**src/pkg/ccr_pkg.sv**
```systemverilog
package ccr_pkg;

    // Special-function byte addresses
    localparam logic [7:0] STACK_PTR_ADDR = 8'h81;
    localparam logic [7:0] EXT_LOW_ADDR   = 8'h82;
    localparam logic [7:0] EXT_HIGH_ADDR  = 8'h83;
    localparam logic [7:0] STATUS_ADDR    = 8'hD0;
    localparam logic [7:0] OPERAND_ADDR   = 8'hE0;
    localparam logic [7:0] AUX_ADDR       = 8'hF0;

    // Reset values
    localparam logic [7:0] STACK_PTR_RST  = 8'h07;
    localparam logic [7:0] EXT_LOW_RST    = 8'h00;
    localparam logic [7:0] EXT_HIGH_RST   = 8'h00;
    localparam logic [7:0] STATUS_RST     = 8'h00;
    localparam logic [7:0] OPERAND_RST    = 8'h00;
    localparam logic [7:0] AUX_RST        = 8'h00;

    // Status word bit positions
    localparam int CARRY_BIT  = 7;
    localparam int NIBBLE_BIT = 6;
    localparam int USER_BIT   = 5;
    localparam int BANK_HI    = 4;
    localparam int BANK_LO    = 3;
    localparam int RANGE_BIT  = 2;
    localparam int SPARE_BIT  = 1;
    localparam int PARITY_BIT = 0;

    // Bit-addressing: bit address base of the status word
    localparam logic [4:0] STATUS_BIT_BASE = 5'h1A;

    // Arithmetic flag update classes from the execute unit
    typedef enum logic [2:0] {
        ARI_NONE,
        ARI_ADD,
        ARI_SUB,
        ARI_MUL,
        ARI_DIV,
        ARI_OTHER
    } ccr_arith_type;

    // Arithmetic result carried from the execute unit
    typedef struct packed {
        ccr_arith_type kind;
        logic          carry;
        logic          nibble;
        logic          signedOvf;
        logic [15:0]   product;
        logic [7:0]    divisor;
    } ccr_alu_type;

    // Register access request from the core
    typedef struct packed {
        logic       wrEn;
        logic       direct;
        logic [7:0] addr;
        logic [7:0] data;
    } ccr_sfr_type;

endpackage : ccr_pkg

```
**src/hw/ccr_flag_calc.sv**
```systemverilog
`timescale 1ns/10ps
// Derives next arithmetic flags from one execute result
module ccr_flag_calc
    import ccr_pkg::*;
(
    input  wire ccr_alu_type alu,
    input  wire logic [7:0]  curFlags,
    output logic [7:0]       nxtFlags
);

    // Class decode
    wire isAddSub = (alu.kind == ARI_ADD) || (alu.kind == ARI_SUB);
    wire isMul    = (alu.kind == ARI_MUL);
    wire isDiv    = (alu.kind == ARI_DIV);
    wire isArith  = (alu.kind != ARI_NONE);
    wire ovfUsed  = isAddSub || isMul || isDiv;

    // Overflow causes
    wire mulOvf   = (alu.product > 16'h00FF);
    wire divZero  = (alu.divisor == 8'h00);
    wire rangeErr = (isAddSub & alu.signedOvf) | (isMul & mulOvf)
                  | (isDiv & divZero);

    // Carry flags only on add/sub; other arithmetic clears them
    always_comb begin
        nxtFlags = curFlags;
        if (isArith) begin
            nxtFlags[CARRY_BIT]  = isAddSub & alu.carry;
            nxtFlags[NIBBLE_BIT] = isAddSub & alu.nibble;
        end
        if (ovfUsed) begin
            nxtFlags[RANGE_BIT] = rangeErr;
        end
    end

endmodule : ccr_flag_calc

```
**src/hw/ccr_core_regs.sv**
```systemverilog
`timescale 1ns/10ps
// Summary of operation
// - Stack pointer resets to 07H
// - Stack pointer freely loadable, holds last used
// - External pointer 16-bit, or two bytes
// - External pointer drives external-move address
// - Aux register is multiply/divide operand
// - Main operand register at E0H
// - Carry flag on carry or borrow
// - Nibble carry flag on nibble carry
// - User flag changed only by firmware
// - Two bank bits select working bank
// - Range error on overflow, big product, zero divide
// - Range error cleared otherwise by those ops
// - Parity flag tracks accumulator every cycle
// - Status word bits 7..2 individually settable
// - Status word at D0H, reset zero
// - Registers reached by direct address only
module ccr_core_regs
    import ccr_pkg::*;
(
    input  wire logic        core_clk,
    input  wire logic        sys_rst,
    input  wire ccr_sfr_type sfrReq,
    input  wire logic        bitWr,
    input  wire logic [2:0]  bitSel,
    input  wire logic        bitVal,
    input  wire logic        accWr,
    input  wire logic [7:0]  accData,
    input  wire logic        auxWr,
    input  wire logic [7:0]  auxData,
    input  wire logic        extWr16,
    input  wire logic [15:0] extData16,
    input  wire ccr_alu_type aluRes,
    input  wire logic        pushReq,
    input  wire logic        popReq,
    output logic [7:0]       sfrRdData,
    output logic             sfrHit,
    output logic [7:0]       stackPtr,
    output logic [15:0]      extAddr,
    output logic [7:0]       statusWord,
    output logic [7:0]       operand,
    output logic [7:0]       auxReg,
    output logic [4:0]       bankBase
);

    // Architectural registers
    logic [7:0] stackPtr_ff;
    logic [7:0] extLow_ff;
    logic [7:0] extHigh_ff;
    logic [7:0] status_ff;
    logic [7:0] operand_ff;
    logic [7:0] aux_ff;
    logic [7:0] rdData_ff;
    logic       hit_ff;

    // Next values
    logic [7:0] nxt_stackPtr;
    logic [7:0] nxt_extLow;
    logic [7:0] nxt_extHigh;
    logic [7:0] nxt_status;
    logic [7:0] nxt_operand;
    logic [7:0] nxt_aux;
    logic [7:0] nxt_rdData;

    // Address match helper, shared by write and read decode
    function automatic logic sfrMatch(input ccr_sfr_type r,
                                      input logic [7:0] a);
        sfrMatch = r.direct && (r.addr == a);
    endfunction : sfrMatch

    // Decoded direct-address selects; indirect access never matches
    wire selSp   = sfrMatch(sfrReq, STACK_PTR_ADDR);
    wire selLow  = sfrMatch(sfrReq, EXT_LOW_ADDR);
    wire selHigh = sfrMatch(sfrReq, EXT_HIGH_ADDR);
    wire selStat = sfrMatch(sfrReq, STATUS_ADDR);
    wire selAcc  = sfrMatch(sfrReq, OPERAND_ADDR);
    wire selAux  = sfrMatch(sfrReq, AUX_ADDR);
    wire anySel  = selSp | selLow | selHigh | selStat | selAcc | selAux;
    wire wrReq   = sfrReq.wrEn;

    // Flags from the execute result
    logic [7:0] aluFlags;

    ccr_flag_calc u_flag_calc (
        .alu      (aluRes),
        .curFlags (status_ff),
        .nxtFlags (aluFlags)
    );

    // Accumulator: byte write or implicit-operand write
    assign nxt_operand = (wrReq && selAcc) ? sfrReq.data
                       : accWr ? accData : operand_ff;

    // Aux register: multiply/divide result or plain byte write
    assign nxt_aux = (wrReq && selAux) ? sfrReq.data
                   : auxWr ? auxData : aux_ff;

    // Stack pointer: push pre-increments, pop decrements after read
    assign nxt_stackPtr = (wrReq && selSp) ? sfrReq.data
                        : pushReq ? stackPtr_ff + 8'h01
                        : popReq  ? stackPtr_ff - 8'h01
                        : stackPtr_ff;

    // External pointer: word load or independent byte loads
    assign nxt_extLow  = extWr16 ? extData16[7:0]
                       : (wrReq && selLow) ? sfrReq.data : extLow_ff;
    assign nxt_extHigh = extWr16 ? extData16[15:8]
                       : (wrReq && selHigh) ? sfrReq.data : extHigh_ff;

    // Parity of the accumulator value being loaded this cycle
    wire parityNow = ^nxt_operand;

    // Status word: firmware writes win over flag updates;
    // spare bit reads zero, parity always from accumulator
    logic [7:0] statusMerged;
    always_comb begin
        statusMerged = aluFlags;
        if (wrReq && selStat) begin
            statusMerged = sfrReq.data;
        end else if (bitWr) begin
            statusMerged[bitSel] = bitVal;
        end
        statusMerged[SPARE_BIT]  = 1'b0;
        statusMerged[PARITY_BIT] = parityNow;
    end
    assign nxt_status = statusMerged;

    // Read mux for direct accesses
    assign nxt_rdData = selSp   ? stackPtr_ff
                      : selLow  ? extLow_ff
                      : selHigh ? extHigh_ff
                      : selStat ? status_ff
                      : selAcc  ? operand_ff
                      : selAux  ? aux_ff : 8'h00;

    // Register update
    always_ff @(posedge core_clk or posedge sys_rst) begin
        if (sys_rst) begin
            stackPtr_ff <= STACK_PTR_RST;
            extLow_ff   <= EXT_LOW_RST;
            extHigh_ff  <= EXT_HIGH_RST;
            status_ff   <= STATUS_RST;
            operand_ff  <= OPERAND_RST;
            aux_ff      <= AUX_RST;
            rdData_ff   <= 8'h00;
            hit_ff      <= 1'b0;
        end else begin
            stackPtr_ff <= nxt_stackPtr;
            extLow_ff   <= nxt_extLow;
            extHigh_ff  <= nxt_extHigh;
            status_ff   <= nxt_status;
            operand_ff  <= nxt_operand;
            aux_ff      <= nxt_aux;
            rdData_ff   <= nxt_rdData;
            hit_ff      <= anySel;
        end
    end

    // Outputs straight from flops
    assign stackPtr   = stackPtr_ff;
    assign extAddr    = {extHigh_ff, extLow_ff};
    assign statusWord = status_ff;
    assign operand    = operand_ff;
    assign auxReg     = aux_ff;
    assign sfrRdData  = rdData_ff;
    assign sfrHit     = hit_ff;
    // Bank base is bank bits times eight, 00H..18H
    assign bankBase   = {status_ff[BANK_HI], status_ff[BANK_LO], 3'b000};

    // Checks
    chk_sp_reset: assert property (@(posedge core_clk)
        $fell(sys_rst) |-> stackPtr == 8'h07)
        else $error("stack pointer not 07H after reset");

    chk_push_incr: assert property (@(posedge core_clk)
        disable iff (sys_rst)
        pushReq && !(wrReq && selSp) |=> stackPtr == $past(stackPtr) + 8'h01)
        else $error("push did not increment stack pointer");

    chk_pop_decr: assert property (@(posedge core_clk)
        disable iff (sys_rst)
        popReq && !pushReq && !(wrReq && selSp)
        |=> stackPtr == $past(stackPtr) - 8'h01)
        else $error("pop did not decrement stack pointer");

    chk_sp_load: assert property (@(posedge core_clk)
        disable iff (sys_rst)
        wrReq && selSp |=> stackPtr == $past(sfrReq.data))
        else $error("stack pointer load lost");

    chk_indirect_miss: assert property (@(posedge core_clk)
        disable iff (sys_rst)
        wrReq && !sfrReq.direct && !accWr && !auxWr
        |=> operand == $past(operand) && auxReg == $past(auxReg))
        else $error("indirect access reached a core register");

    chk_read_miss: assert property (@(posedge core_clk)
        disable iff (sys_rst)
        !anySel |=> !sfrHit && sfrRdData == 8'h00)
        else $error("unmapped access returned data or hit");

    chk_ext_word: assert property (@(posedge core_clk)
        disable iff (sys_rst)
        extWr16 |=> extAddr == $past(extData16))
        else $error("external pointer word load lost");

    chk_ext_low: assert property (@(posedge core_clk)
        disable iff (sys_rst)
        wrReq && selLow && !extWr16
        |=> extAddr[7:0] == $past(sfrReq.data))
        else $error("external pointer low byte load lost");

    chk_ext_high: assert property (@(posedge core_clk)
        disable iff (sys_rst)
        wrReq && selHigh && !extWr16
        |=> extAddr[15:8] == $past(sfrReq.data))
        else $error("external pointer high byte load lost");

    chk_acc_load: assert property (@(posedge core_clk)
        disable iff (sys_rst)
        wrReq && selAcc |=> operand == $past(sfrReq.data))
        else $error("main operand byte write lost");

    chk_aux_load: assert property (@(posedge core_clk)
        disable iff (sys_rst)
        auxWr && !(wrReq && selAux) |=> auxReg == $past(auxData))
        else $error("aux register execute write lost");

    chk_parity_track: assert property (@(posedge core_clk)
        disable iff (sys_rst)
        ##1 statusWord[PARITY_BIT] == ^operand)
        else $error("parity flag does not match accumulator");

    chk_mul_range: assert property (@(posedge core_clk)
        disable iff (sys_rst)
        aluRes.kind == ARI_MUL && aluRes.product > 16'h00FF
        && !(wrReq && selStat) && !bitWr |=> statusWord[RANGE_BIT])
        else $error("range error not set on large product");

    chk_ovf_addsub: assert property (@(posedge core_clk)
        disable iff (sys_rst)
        (aluRes.kind == ARI_ADD || aluRes.kind == ARI_SUB)
        && aluRes.signedOvf && !(wrReq && selStat) && !bitWr
        |=> statusWord[RANGE_BIT])
        else $error("range error not set on signed overflow");

    chk_div_zero: assert property (@(posedge core_clk)
        disable iff (sys_rst)
        aluRes.kind == ARI_DIV && aluRes.divisor == 8'h00
        && !(wrReq && selStat) && !bitWr |=> statusWord[RANGE_BIT])
        else $error("range error not set on zero divide");

    chk_range_clear: assert property (@(posedge core_clk)
        disable iff (sys_rst)
        aluRes.kind == ARI_DIV && aluRes.divisor != 8'h00
        && !(wrReq && selStat) && !bitWr |=> !statusWord[RANGE_BIT])
        else $error("range error not cleared on good divide");

    chk_carry_add: assert property (@(posedge core_clk)
        disable iff (sys_rst)
        aluRes.kind == ARI_ADD && !(wrReq && selStat) && !bitWr
        |=> statusWord[CARRY_BIT] == $past(aluRes.carry))
        else $error("carry flag wrong after add");

    chk_carry_sub: assert property (@(posedge core_clk)
        disable iff (sys_rst)
        aluRes.kind == ARI_SUB && !(wrReq && selStat) && !bitWr
        |=> statusWord[CARRY_BIT] == $past(aluRes.carry))
        else $error("carry flag wrong after subtract");

    chk_nibble_mul: assert property (@(posedge core_clk)
        disable iff (sys_rst)
        aluRes.kind == ARI_MUL && !(wrReq && selStat) && !bitWr
        |=> !statusWord[NIBBLE_BIT])
        else $error("nibble carry not cleared by multiply");

    chk_nibble_add: assert property (@(posedge core_clk)
        disable iff (sys_rst)
        (aluRes.kind == ARI_ADD || aluRes.kind == ARI_SUB)
        && !(wrReq && selStat) && !bitWr
        |=> statusWord[NIBBLE_BIT] == $past(aluRes.nibble))
        else $error("nibble carry wrong after add or subtract");

    chk_user_hold: assert property (@(posedge core_clk)
        disable iff (sys_rst)
        !(wrReq && selStat) && !bitWr
        |=> statusWord[USER_BIT] == $past(statusWord[USER_BIT]))
        else $error("user flag changed without firmware write");

    chk_bit_write: assert property (@(posedge core_clk)
        disable iff (sys_rst)
        bitWr && !(wrReq && selStat) && bitSel == 3'h5
        |=> statusWord[USER_BIT] == $past(bitVal))
        else $error("single-bit write to status word lost");

    chk_bank_base: assert property (@(posedge core_clk)
        disable iff (sys_rst)
        bankBase == 5'(statusWord[4:3] * 8))
        else $error("bank base wrong");

    chk_status_addr: assert property (@(posedge core_clk)
        disable iff (sys_rst)
        wrReq && sfrReq.direct && sfrReq.addr == 8'hD0
        |=> statusWord[7:2] == $past(sfrReq.data[7:2]))
        else $error("status word not at D0H");

    chk_read_status: assert property (@(posedge core_clk)
        disable iff (sys_rst)
        !wrReq && selStat |=> sfrRdData == $past(statusWord))
        else $error("status word read data wrong");

endmodule : ccr_core_regs

```
**config.mk**
```make
export PLATFORM = sky130hd
export DESIGN_NAME = ccr_core_regs
export DESIGN_NICKNAME = d
export VERILOG_FILES = /design/src/pkg/ccr_pkg.sv /design/src/hw/ccr_flag_calc.sv /design/src/hw/ccr_core_regs.sv
export SDC_FILE = /design/constraint.sdc
export NUM_CORES = 1
export LEC_CHECK = 0
export ABC_AREA = 1
export BUFFER_PORTS_ARGS = -buffer_cell sky130_fd_sc_hd__buf_2
export CORE_AREA = 5 5 93 95
export CTS_BUF_LIST = sky130_fd_sc_hd__clkbuf_4
export DETAILED_ROUTE_END_ITERATION = 12
export DIE_AREA = 0 0 98 100
export GPL_TIMING_DRIVEN = 0
export PLACE_DENSITY = 0.89
export REMOVE_ABC_BUFFERS = 1
export SLEW_MARGIN = 20
export SYNTH_ARGS = -nofsm -noshare
export SYNTH_HDL_FRONTEND = slang
export SYNTH_SLANG_ARGS = --single-unit
```
**constraint.sdc**
```tcl
create_clock -name core_clk -period 1.96 [get_ports core_clk]
set_clock_uncertainty 0.15 [all_clocks]
set_input_delay 0 -clock core_clk [delete_from_list [all_inputs] [get_ports core_clk]]
set_output_delay 0 -clock core_clk [all_outputs]
set_load 0.03 [all_outputs]
```
==> results by group <==
Die
  • Num ports: 154
  • Die X: 98 um
  • Count of standard-cell rows: 32
  • Initial core utilization: 49.3%
  • Die Area: 9800 um^2
  • Die H: 100 um
  • Area of the core region: 7650 um^2

Synthesis
  • Leading cell types by total area after synthesis: dfrtp_1 35%, nand2_1 19%, inv_1 5.3%
  • Share of synthesized flip-flops with an asynchronous set or reset: 100%
  • Post-synthesis sequential area ratio: 37.3%
  • Number of warning messages in the yosys log: 0
  • Mapped cell area: 3770 um^2
  • Mean Syn Cell Area: 6.94 um^2
  • Count of flip-flops with a built-in enable after synthesis: 0
  • Synthesized instance count: 543
  • Count of cell types in the netlist: 43
  • Number of storage elements in the synthesis netlist: 56
  • Primary FF master, synth: dfrtp_1
  • Largest area contributor in the synthesized netlist: dfrtp_1
  • Yosys top cell area share: 35.2%

Placement
  • Quantity of I/O buffers inserted on ports: 141
  • RD Place Congestion: 0.985
  • Area after DPL: 4480 um^2
  • Placed wire-length estimate after detailed placement: 9750 um

Finish
  • Fraction of layout cells with a size suffix above 1: 23.8%
  • Layout filler cell count: 480
  • Commonest non-fill, non-tap cell in the layout: nand2_1
  • Commonest non-fill, non-tap cells in the layout: 190 x nand2_1, 140 x buf_2, 113 x dlygate4sd3_1
  • Non-Filler Cell Area, Final: 5790 um^2
  • Number of nets in the final layout: 893
  • Synth-to-Final Area Change: 53.5%

Timing
  • Maximum achievable frequency: 487 MHz
  • Final number of max-transition violations: 0
  • Post-layout worst setup margin: -0.0927 ns
  • Number of setup violations in the final report: 4
  • Least-Margin Pin Slew: 0.916 ns
  • Post-route clock period utilization: 105%
  • Number of endpoints with negative hold slack in the final report: 0
  • Fin crit period: 2.05 ns
  • Slew margin rel.: 38.4%

Critical path
  • FF-to-FF setup slack: -0.09 ns
  • Worst Setup End Kind: register
  • Critical path arrival: 2.22 ns
  • RR Endpoint: stackPtr[5]$_DFFE_PP0P_
  • Worst Path Max Fanout: 5
  • Critical path startpoint category: register
  • Register-to-Register Path Depth: 9
  • Worst reg2reg startpoint: stackPtr[1]$_DFFE_PP1P_
  • Data required time of the critical path: 2.12 ns
  • Category of the critical setup timing path: register to register

Worst hold path
  • Worst hold-check path type: primary input to register
  • Launch instance of the worst min-delay path: sfrReq[13]
  • Worst hold path depth: 5
  • Worst Hold End: sfrRdData[7]$_DFF_PP0_

Clocking
  • Number of H-tree levels: 2
  • Clock tree from TritonCTS: built
  • Number of buffers on the longest clock path: 2
  • Number of buffers created by CTS: 5
  • Clk pin slew, worst setup/hold paths: 0.20 ns
  • Worst-Skew Late Latency: 0.41 ns
  • Cell at the root of the clock tree: clkbuf_4
  • Clock sink count: 56

Global route
  • Pin count of the biggest net entering global routing: 57
  • Global-route wire length before repair: 24900 um
  • Number of global-route vias before repair: 5157
  • Overflow after GRT: 0
  • Antenna violations before repair: 1
  • Total global routing track utilization: 31.0%

Run status
  • Run status: complete, but fails checks
  • Failing checks: setup timing

Pwr
  • Leakage power: 2.98 nW
  • Peak ir drop on the vdd network: 0.590 mV
  • Cell area power density: 704 nW/um^2
  • PnR Total Power: 4.07 mW

Detailed routing
  • First-pass iteration count of the detailed router: 11
  • DR WL/cell: 18.8 um
  • Number of vias in the routed layout: 5309
  • DRC violation count after routing: 0
  • Met1 routed wirelength after detailed routing: 5690 um
  • Met3 routed wirelength: 2180 um
  • Sum of met2 wire segment lengths after detailed routing: 7770 um
  • Final ANT Viol Nets: 0
  • Vias per std cell: 5.91
  • Post-detailed-routing wire length: 16900 um
  • Highest signal layer in the routed design: met4
  • Number of DRC violations after detailed-routing iteration 0: 780

Run
  • Number of max-capacitance violations reported: 0
flip-flops by register name, summed over array words and instances, names as in the netlist:
signal,cells
operand,8
sfrHit,1
stackPtr,8
extHigh_ff,8
sfrRdData,8
extLow_ff,8
statusWord,7
auxReg,8
synth_stat cells (4+ instances only):
cell      count
o211ai_1     11
nor3_1        4
nor4_1        4
inv_1        53
ha_1          6
buf_4         8
nand3_1      39
o21ai_0      39
clkbuf_1      5
nand2_1     190
a21oi_1      15
nor2_1       36
buf_6         4
a31oi_1       7
nand4_1      27
inv_2         6
dfrtp_1      53
stage by stage:
step	utilization (%)	std cells	hold slack, ns	worst slack (ns)	TNS (ns)
2_1_floorplan	-	526	-0.0171	0.147	0
3_3_place_gp	58.5	769	0.106	-0.198	-10.86
4_1_cts	74.3	891	0.00568	0.0345	0
3_5_place_dp	58.5	769	0.0105	-0.141	-0.668
6_report	75.7	899	0.0145	-0.0927	-0.180
5_1_grt	75.6	897	0.0314	-0.235	-0.592
worst max-delay path by stage:
stage	startpoint	endpoint	slack, ns	cells after the start
after detailed placement	sfrReq[11]	sfrRdData[3]$_DFF_PP0_	-0.14	7
after CTS	sfrReq[11]	auxReg[7]$_DFFE_PP0P_	0.03	11
final	stackPtr[1]$_DFFE_PP1P_	stackPtr[5]$_DFFE_PP0P_	-0.09	9
after floorplan	stackPtr[2]$_DFFE_PP1P_	stackPtr[6]$_DFFE_PP0P_	0.15	9
after global placement	sys_rst	auxReg[0]$_DFFE_PP0P_	-0.20	2
after global routing	pushReq	stackPtr[5]$_DFFE_PP0P_	-0.24	13
timing repair:
| item | CTS | global route |
|---|---|---|
| endpoints found under the setup margin | 0 | 15 |
| resized for setup | 0 | 10 |
| buffers inserted | 0 | 6 |
| endpoints found under the hold margin | 105 | 0 |
| hold buffers | 114 | 0 |
layout make-up:
type | instances | area, um^2 | area share, %
Clock buffer | 5 | 37.5 | 0.649
Tap cell | 102 | 128 | 2.21
Sequential cell | 56 | 1410 | 24.3
Clock inverter | 3 | 27.5 | 0.476
Antenna cell | 2 | 5.00 | 0.0865
Multi-Input combinational cell | 410 | 2050 | 35.4
Inverter | 61 | 238 | 4.11
Timing Repair Buffer | 260 | 1900 | 32.8
critical path, stage by stage (launching register included):
cell and delay [ns]:
dfstp_2 0.65, ha_1 0.25, nand3_1 0.11, nand3_1 0.12, inv_1 0.11, nor2_1 0.06
o21ai_1 0.12, nand3_1 0.10, o211ai_1 0.14, nand2_1 0.12
power breakdown:
part           internal [mW]  switching, mW  leakage [nW]
clock network          0.151          0.438        0.0333
registers               1.34          0.211         0.692
logic                  0.742           1.19          2.25
logic make-up after synthesis:
| logic type | after synthesis | synth area share (%) |
|---|---|---|
| DFF | 56 | 37.3 |
| adders and majority gates | 7 | 2.52 |
| buffers and inverters | 81 | 9.83 |
| xor gates and xnor gates | 2 | 0.465 |
| and+or+nand+nor | 315 | 37.5 |
| other | 1 | 0.0995 |
| AOI/OAI and AO/OA | 81 | 12.3 |
metal layers:
metal  vias to the layer above  track usage (%)
li1                       2296                -
met1                      2356             35.8
met2                       509             54.0
met3                       148             6.32
met4                         0             16.8
met5                         -                0
Power figures use the tool's default switching activity.
